==> src/rtl/bccc_regs.svh <==
`ifndef BCCC_REGS_SVH
`define BCCC_REGS_SVH
`define BCCC_DIV_W 2
`define BCCC_DIV_RST 2'h0
`define BCCC_PW_W 2
`define BCCC_DUTY_W 4
`define BCCC_ILIM_RST 1'h0
`define BCCC_SWITCH_SIZE_SELECT_RST 1'h1
`define BCCC_BYPASS_GAP 2'h2
`endif

==> src/rtl/bccc_pkg.sv <==
`default_nettype none
package bccc_pkg;
    typedef enum logic [1:0] {
        BCCC_CELL_TWO,
        BCCC_CELL_ONE
    } bccc_cell_t;
    typedef struct packed {
        logic converter_clock_source_select;
        logic [1:0] converter_clock_divider;
        logic converter_clock_invert;
        logic sleep_output_float;
        logic switch_size_select;
        logic peak_current_limit_select;
        logic [1:0] min_pulse_width;
    } bccc_cfg_t;
    typedef struct packed {
        logic converter_enable;
        logic switching;
        logic bypass_closed;
        logic rail_float;
    } bccc_stat_t;
endpackage
`default_nettype wire

==> src/rtl/bccc_top.sv <==
`include "bccc_regs.svh"
`default_nettype none
module bccc_top (
    input wire logic sys_clk_i,
    input wire logic rst_i,
    input wire logic por_i,
    input wire logic clk_en_i,
    input wire logic cell_mode_strap_pin_i,
    input wire logic osc_clk_i,
    input wire logic sleep_i,
    input wire logic regulated_i,
    input wire logic [`BCCC_DUTY_W-1:0] duty_demand_i,
    input wire bccc_pkg::bccc_cfg_t cfg_i,
    input wire logic cfg_we_i,
    output logic one_cell_o,
    output logic conv_clk_o,
    output logic switch_on_o,
    output logic converter_enable_o,
    output logic bypass_closed_o,
    output logic switch_size_select_o,
    output logic peak_current_limit_select_o
);
    // ------------------------------------------------------------
    // synchronisers
    // ------------------------------------------------------------
    logic [1:0] strap_sync_reg;
    logic [1:0] osc_sync_reg;
    logic [1:0] por_sync_reg;
    // strap and power-on paths ignore rst_i so that a power-on reset
    // overlapping rst_i still latches the cell mode
    always_ff @(posedge sys_clk_i)
    begin
        if (clk_en_i)
        begin
            strap_sync_reg <= {strap_sync_reg[0], cell_mode_strap_pin_i};
            por_sync_reg <= {por_sync_reg[0], por_i};
        end
    end
    always_ff @(posedge sys_clk_i or posedge rst_i)
    begin
        if (rst_i)
            osc_sync_reg <= 2'h0;
        else if (clk_en_i)
            osc_sync_reg <= {osc_sync_reg[0], osc_clk_i};
    end

    // ------------------------------------------------------------
    // cell mode latch, only power-on reset writes it
    // ------------------------------------------------------------
    bccc_pkg::bccc_cell_t cell_reg;
    always_ff @(posedge sys_clk_i)
    begin
        if (clk_en_i && por_sync_reg[1])
            cell_reg <= strap_sync_reg[1] ? bccc_pkg::BCCC_CELL_ONE
                                          : bccc_pkg::BCCC_CELL_TWO;
    end
    logic one_cell;
    assign one_cell = (cell_reg == bccc_pkg::BCCC_CELL_ONE);

    // ------------------------------------------------------------
    // configuration
    // ------------------------------------------------------------
    bccc_pkg::bccc_cfg_t cfg_reg;
    always_ff @(posedge sys_clk_i or posedge rst_i)
    begin
        if (rst_i)
        begin
            cfg_reg <= '0;
            cfg_reg.converter_clock_divider <= `BCCC_DIV_RST;
            cfg_reg.switch_size_select <= `BCCC_SWITCH_SIZE_SELECT_RST;
            cfg_reg.peak_current_limit_select <= `BCCC_ILIM_RST;
        end
        else if (clk_en_i && cfg_we_i)
            cfg_reg <= cfg_i;
    end

    // ------------------------------------------------------------
    // switching clock: invert, divide, select
    // ------------------------------------------------------------
    logic div_phase_reg;
    logic [2:0] div_cnt_reg;
    logic [2:0] div_mask;
    always_comb
    begin
        case (cfg_reg.converter_clock_divider)
            2'h0: div_mask = 3'h0;
            2'h1: div_mask = 3'h1;
            2'h2: div_mask = 3'h3;
            default: div_mask = 3'h7;
        endcase
    end
    // invert moves the divided edge by half a system period
    always_ff @(posedge sys_clk_i or posedge rst_i)
    begin
        if (rst_i)
            div_cnt_reg <= 3'h0;
        else if (clk_en_i)
            div_cnt_reg <= (div_cnt_reg + 3'h1) & div_mask;
    end
    always_ff @(negedge sys_clk_i or posedge rst_i)
    begin
        if (rst_i)
            div_phase_reg <= 1'b0;
        else if (clk_en_i)
            div_phase_reg <= (div_cnt_reg == 3'h0);
    end
    logic sys_tick;
    assign sys_tick = cfg_reg.converter_clock_invert ? div_phase_reg
                                                     : (div_cnt_reg == 3'h0);
    logic osc_prev_reg;
    always_ff @(posedge sys_clk_i or posedge rst_i)
    begin
        if (rst_i)
            osc_prev_reg <= 1'b0;
        else if (clk_en_i)
            osc_prev_reg <= osc_sync_reg[1];
    end
    logic tick;
    assign tick = cfg_reg.converter_clock_source_select
                  ? (osc_sync_reg[1] & ~osc_prev_reg) : sys_tick;

    // ------------------------------------------------------------
    // power mode sequencing
    // ------------------------------------------------------------
    logic run_req;
    assign run_req = one_cell && !sleep_i;
    logic [1:0] gap_reg;
    always_ff @(posedge sys_clk_i or posedge rst_i)
    begin
        if (rst_i)
        begin
            converter_enable_o <= 1'b0;
            bypass_closed_o <= 1'b0;
            gap_reg <= 2'h0;
        end
        else if (clk_en_i)
        begin
            if (!run_req)
            begin
                converter_enable_o <= 1'b0;
                bypass_closed_o <= one_cell && sleep_i
                                   && !cfg_reg.sleep_output_float;
                gap_reg <= `BCCC_BYPASS_GAP;
            end
            else
            begin
                bypass_closed_o <= 1'b0;
                if (gap_reg != 2'h0)
                    gap_reg <= gap_reg - 2'h1;
                else if (!bypass_closed_o)
                    converter_enable_o <= 1'b1;
            end
        end
    end

    // ------------------------------------------------------------
    // duty cycle and pulse skipping
    // ------------------------------------------------------------
    logic [`BCCC_DUTY_W-1:0] phase_reg;
    logic [`BCCC_DUTY_W-1:0] width_reg;
    logic started_reg;
    always_ff @(posedge sys_clk_i or posedge rst_i)
    begin
        if (rst_i)
            started_reg <= 1'b0;
        else if (clk_en_i && regulated_i)
            started_reg <= 1'b1;
    end
    logic [`BCCC_DUTY_W-1:0] demand;
    assign demand = started_reg ? duty_demand_i
                                : {1'b1, {(`BCCC_DUTY_W-1){1'b0}}};
    logic [`BCCC_DUTY_W-1:0] min_w;
    assign min_w = {{(`BCCC_DUTY_W-`BCCC_PW_W){1'b0}}, cfg_reg.min_pulse_width};
    always_ff @(posedge sys_clk_i or posedge rst_i)
    begin
        if (rst_i)
        begin
            phase_reg <= '0;
            width_reg <= '0;
            switch_on_o <= 1'b0;
            conv_clk_o <= 1'b0;
        end
        else if (clk_en_i)
        begin
            if (tick)
                conv_clk_o <= ~conv_clk_o;
            if (!converter_enable_o)
            begin
                phase_reg <= '0;
                switch_on_o <= 1'b0;
            end
            else if (tick)
            begin
                phase_reg <= phase_reg + {{(`BCCC_DUTY_W-1){1'b0}}, 1'b1};
                if (phase_reg == '0)
                begin
                    width_reg <= (demand < min_w) ? '0 : demand;
                    switch_on_o <= (demand >= min_w) && (demand != '0);
                end
                else if (phase_reg >= width_reg)
                    switch_on_o <= 1'b0;
            end
        end
    end

    // ------------------------------------------------------------
    // status outputs
    // ------------------------------------------------------------
    always_ff @(posedge sys_clk_i or posedge rst_i)
    begin
        if (rst_i)
        begin
            one_cell_o <= 1'b0;
            switch_size_select_o <= `BCCC_SWITCH_SIZE_SELECT_RST;
            peak_current_limit_select_o <= `BCCC_ILIM_RST;
        end
        else if (clk_en_i)
        begin
            one_cell_o <= one_cell;
            switch_size_select_o <= cfg_reg.switch_size_select;
            peak_current_limit_select_o <= cfg_reg.peak_current_limit_select;
        end
    end
endmodule // bccc_top
`default_nettype wire

==> config.mk <==
export PLATFORM = sky130hd
export DESIGN_NAME = bccc_top
export DESIGN_NICKNAME = d
export VERILOG_FILES = /design/src/rtl/bccc_pkg.sv /design/src/rtl/bccc_top.sv
export VERILOG_INCLUDE_DIRS = /design/src /design/src/rtl
export SDC_FILE = /design/constraint.sdc
export NUM_CORES = 1
export LEC_CHECK = 0
export BUFFER_PORTS_ARGS = -buffer_cell sky130_fd_sc_hd__buf_2
export CAP_MARGIN = 5
export CORE_UTILIZATION = 45
export CTS_CLUSTER_DIAMETER = 150
export DETAILED_ROUTE_END_ITERATION = 6
export HOLD_SLACK_MARGIN = 0.12
export PLACE_DENSITY = 0.68
export SLEW_MARGIN = 0
export SYNTH_ARGS = -nofsm -noshare
export SYNTH_HDL_FRONTEND = slang
export SYNTH_SLANG_ARGS = --single-unit
==> constraint.sdc <==
create_clock -name sys_clk_i -period 2.4 [get_ports sys_clk_i]
set_input_delay 0.72 -clock sys_clk_i [delete_from_list [all_inputs] [get_ports sys_clk_i]]
set_output_delay 0.72 -clock sys_clk_i [all_outputs]
set_load 0.005 [all_outputs]
==> results.tsv <==
stage	metric	value	unit
cts	root buffer selected by CTS	clkbuf_8	
setup_path	max incr delay on CP	0.35	ns
place	dpl hpwl	2.389	mm
finish	fin util	0.5889	
logic_synthesis	Distinct cells, synth	37	
logic_synthesis	Synth Warn #	0	
sta	clock skew	0.008288	ns
cts	clk buf depth	2	
drt	WL/cell	13.58	um
setup_path	Worst Setup SP	div_phase_reg	
finish	total inserted antenna cells	0	
finish	fillers	316	
place	PortBufs	28	
setup_path	Reg-to-Reg End	switch_on_o	
floorplanning	die width	65.74	um
drt	Via-to-Cell Ratio	5.073	
sta	final setup TNS	-1.170	ns
flow_run	MaxCap Viol Count	0	
logic_synthesis	commonest register cell after synthesis	dfrtp_1	
sta	worst relative slew slack	0.6806	
logic_synthesis	post-synthesis register bit count	39	
sta	Worst-Margin Slew	0.4671	ns
hold_path	Hold Path Depth	0	
floorplanning	die area	4321	sq um
place	routability-driven placement congestion ratio	0.7925	
hold_path	Worst Hold Path EP	por_sync_reg[1]	
hold_path	hold_sp	por_sync_reg[0]	
setup_path	reg2reg path depth	5	
power	P_leak	0.001035	uW
global_route	initial antenna violation count	0	
setup_path	crit path capture type	register	
logic_synthesis	syn_nets	187	
hold_path	Hold/Removal Path Class	register to register	
global_route	number of global-route vias before repair	1260	
cts	cts bufs inserted	5	
finish	most frequent cells in the layout	31 x dfrtp_1, 28 x buf_2, 15 x mux2_2, 15 x inv_1, 13 x nand2_1	
floorplanning	Initial Util	0.4847	
cts	Clock transition at path regs	0.07	ns
setup_path	startpoint types	register	
setup_path	critical-path maximum fanout	2	
finish	commonest non-fill, non-tap cell in the layout	dfrtp_1	
logic_synthesis	sequential share of the synthesized area	0.5489	
drt	DR DRC count	0	
finish	max reg flops	9	
logic_synthesis	number of synthesized flops with an enable pin	5	
setup_path	Req. time, crit path	2.57	ns
place	Placement Setup Slack	-0.1658	ns
cts	TritonCTS clock tree	built	
drt	First-pass DRT Iterations	4	
run_status	failing checks	negative setup slack	
drt	post-route ant nets	0	
setup_path	Slowest cell on crit path	dfrtn_1	
cts	CTS Sinks	39	
setup_path	Worst R2R Start	div_phase_reg	
sta	Max Slew Vio Count	0	
global_route	largest net degree at the start of global routing	34	
power	maximum vdd drop	0.3350	mV
drt	Detailed Route Iter0 Violations	34	
logic_synthesis	Async S/R FF share, synth	0.8718	
logic_synthesis	synthesized area per cell	11.87	sq um
global_route	first-pass GRT wire length	5.637	mm
cts	clock latency on the worst-skew pair	0.29	ns
cts	CTS H-tree lvls	2	
global_route	All-Layer GR Usage	0.1788	
sta	unrepaired setup endpoints after global routing	yes	
finish	Syn-to-layout area delta	21.49	%
global_route	gr ovfl total	0	
setup_path	kind of critical path	register to register	
sta	Final Setup Violations	10	
drt	DR vias	1243	
logic_synthesis	mapped cell area	1828	sq um
drt	total wire length	3.327	mm
sta	final hold violations	0	
finish	layout cells sized above 1	0.3756	
floorplanning	CORE AREA	3771	sq um
power	pwr/cell area	781.3	nW/um^2
sta	Worst Slack Setup Final	-0.1459	ns
run_status	status	complete, but fails checks	
finish	Nets	229	
logic_synthesis	Post-Synthesis Cells	154	
floorplanning	Die Y	65.74	um
floorplanning	# rows	22	
floorplanning	io pins	29	
setup_path	R2R setup slack	-0.15	ns
setup_path	CP arrival	2.72	ns
setup_path	worst-path cell chain	a21oi_2 -> nand2_1 -> a21bo_2 -> nand3_2 -> mux2_4	
==> timing repair <==
action,CTS,global route
endpoints found under the hold margin,0,0
buffers inserted,4,0
pin swaps,10,2
hold buffers,0,0
resized for setup,5,4
endpoints found under the setup margin,9,10
==> per-layer routing <==
layer,track usage,up-vias,part of all wire
li1,-,618,-
met1,0.2230,604,0.46
met2,0.2959,16,0.51
met3,0.04688,5,0.025
met4,0.06522,0,0.014
met5,0,-,0
==> how the worst max path moves through the flow <==
| stage | endpoint | cells past startpoint |
|---|---|---|
| finish | switch_on_o | 5 |
| global route | width_reg[1] | 5 |
| CTS | width_reg[3] | 6 |
| detailed placement | phase_reg[3] | 5 |
| global placement | phase_reg[3] | 5 |
| floorplan | div_phase_reg | 3 |
==> final cells by class <==
| type | count | area (sq um) | area share |
|---|---|---|---|
| Multi-Input combinational cell | 96 | 785.8 | 0.3538 |
| Inverter | 16 | 63.81 | 0.02873 |
| Timing Repair Buffer | 38 | 226.5 | 0.1020 |
| Sequential cell | 39 | 1003 | 0.4518 |
| Clock buffer | 7 | 76.32 | 0.03437 |
| Clock inverter | 1 | 5.005 | 0.002254 |
| Tap cell | 48 | 60.06 | 0.02704 |
==> cell families (layout without fill, tap and decap cells) <==
logic type | Yosys count | count (layout) | share of synthesized area
compound gates | 26 | 26 | 0.09926
simple gates | 38 | 38 | 0.1143
xor+xnor | 4 | 4 | 0.01917
mux | 17 | 17 | 0.1040
fa+ha+maj | 11 | 11 | 0.07529
buf+inv | 19 | 62 | 0.03902
flops | 39 | 39 | 0.5489
==> report_power, final <==
| part | switching [uW] | internal, uW | total, uW |
|---|---|---|---|
| sequential | 76.6 | 796 | 872 |
| clock | 204 | 204 | 408 |
| combinational | 211 | 244 | 455 |
==> synthesized netlist by cell type, types with 2 or more instances <==
| master | number | area share |
|---|---|---|
| clkbuf_1 | 3 | 0.0062 |
| edfxtp_1 | 5 | 0.082 |
| nand2b_1 | 4 | 0.014 |
| dfrtp_1 | 31 | 0.42 |
| nand3_1 | 5 | 0.014 |
| xor2_1 | 3 | 0.014 |
| a21oi_1 | 7 | 0.019 |
| ha_1 | 11 | 0.075 |
| mux2_2 | 16 | 0.099 |
| nor3b_1 | 2 | 0.0082 |
| dfstp_2 | 2 | 0.029 |
| nor2_1 | 5 | 0.010 |
| inv_1 | 16 | 0.033 |
| o31ai_1 | 2 | 0.0082 |
| o21ai_0 | 8 | 0.022 |
| nand2_1 | 13 | 0.027 |
==> metrics by stage <==
step	hold WS [ns]	total power (uW)	cell area, sq um	cells
after floorplan	0.4003	1158	1846	154
after global routing	0.4360	1858	2221	245
after global placement	0.4059	1269	2077	234
final	0.4257	1735	2221	245
after detailed placement	0.4150	1299	2077	234
after CTS	0.4319	1745	2205	245
==> critical path, delay by kind of cell, from the launching register on <==
family	cells	cell delay, ns
DFF	1	0.35
AOI/OAI and AO/OA	2	0.42
and+or+nand+nor	2	0.16
muxes	1	0.29
Power figures use the tool's default switching activity.
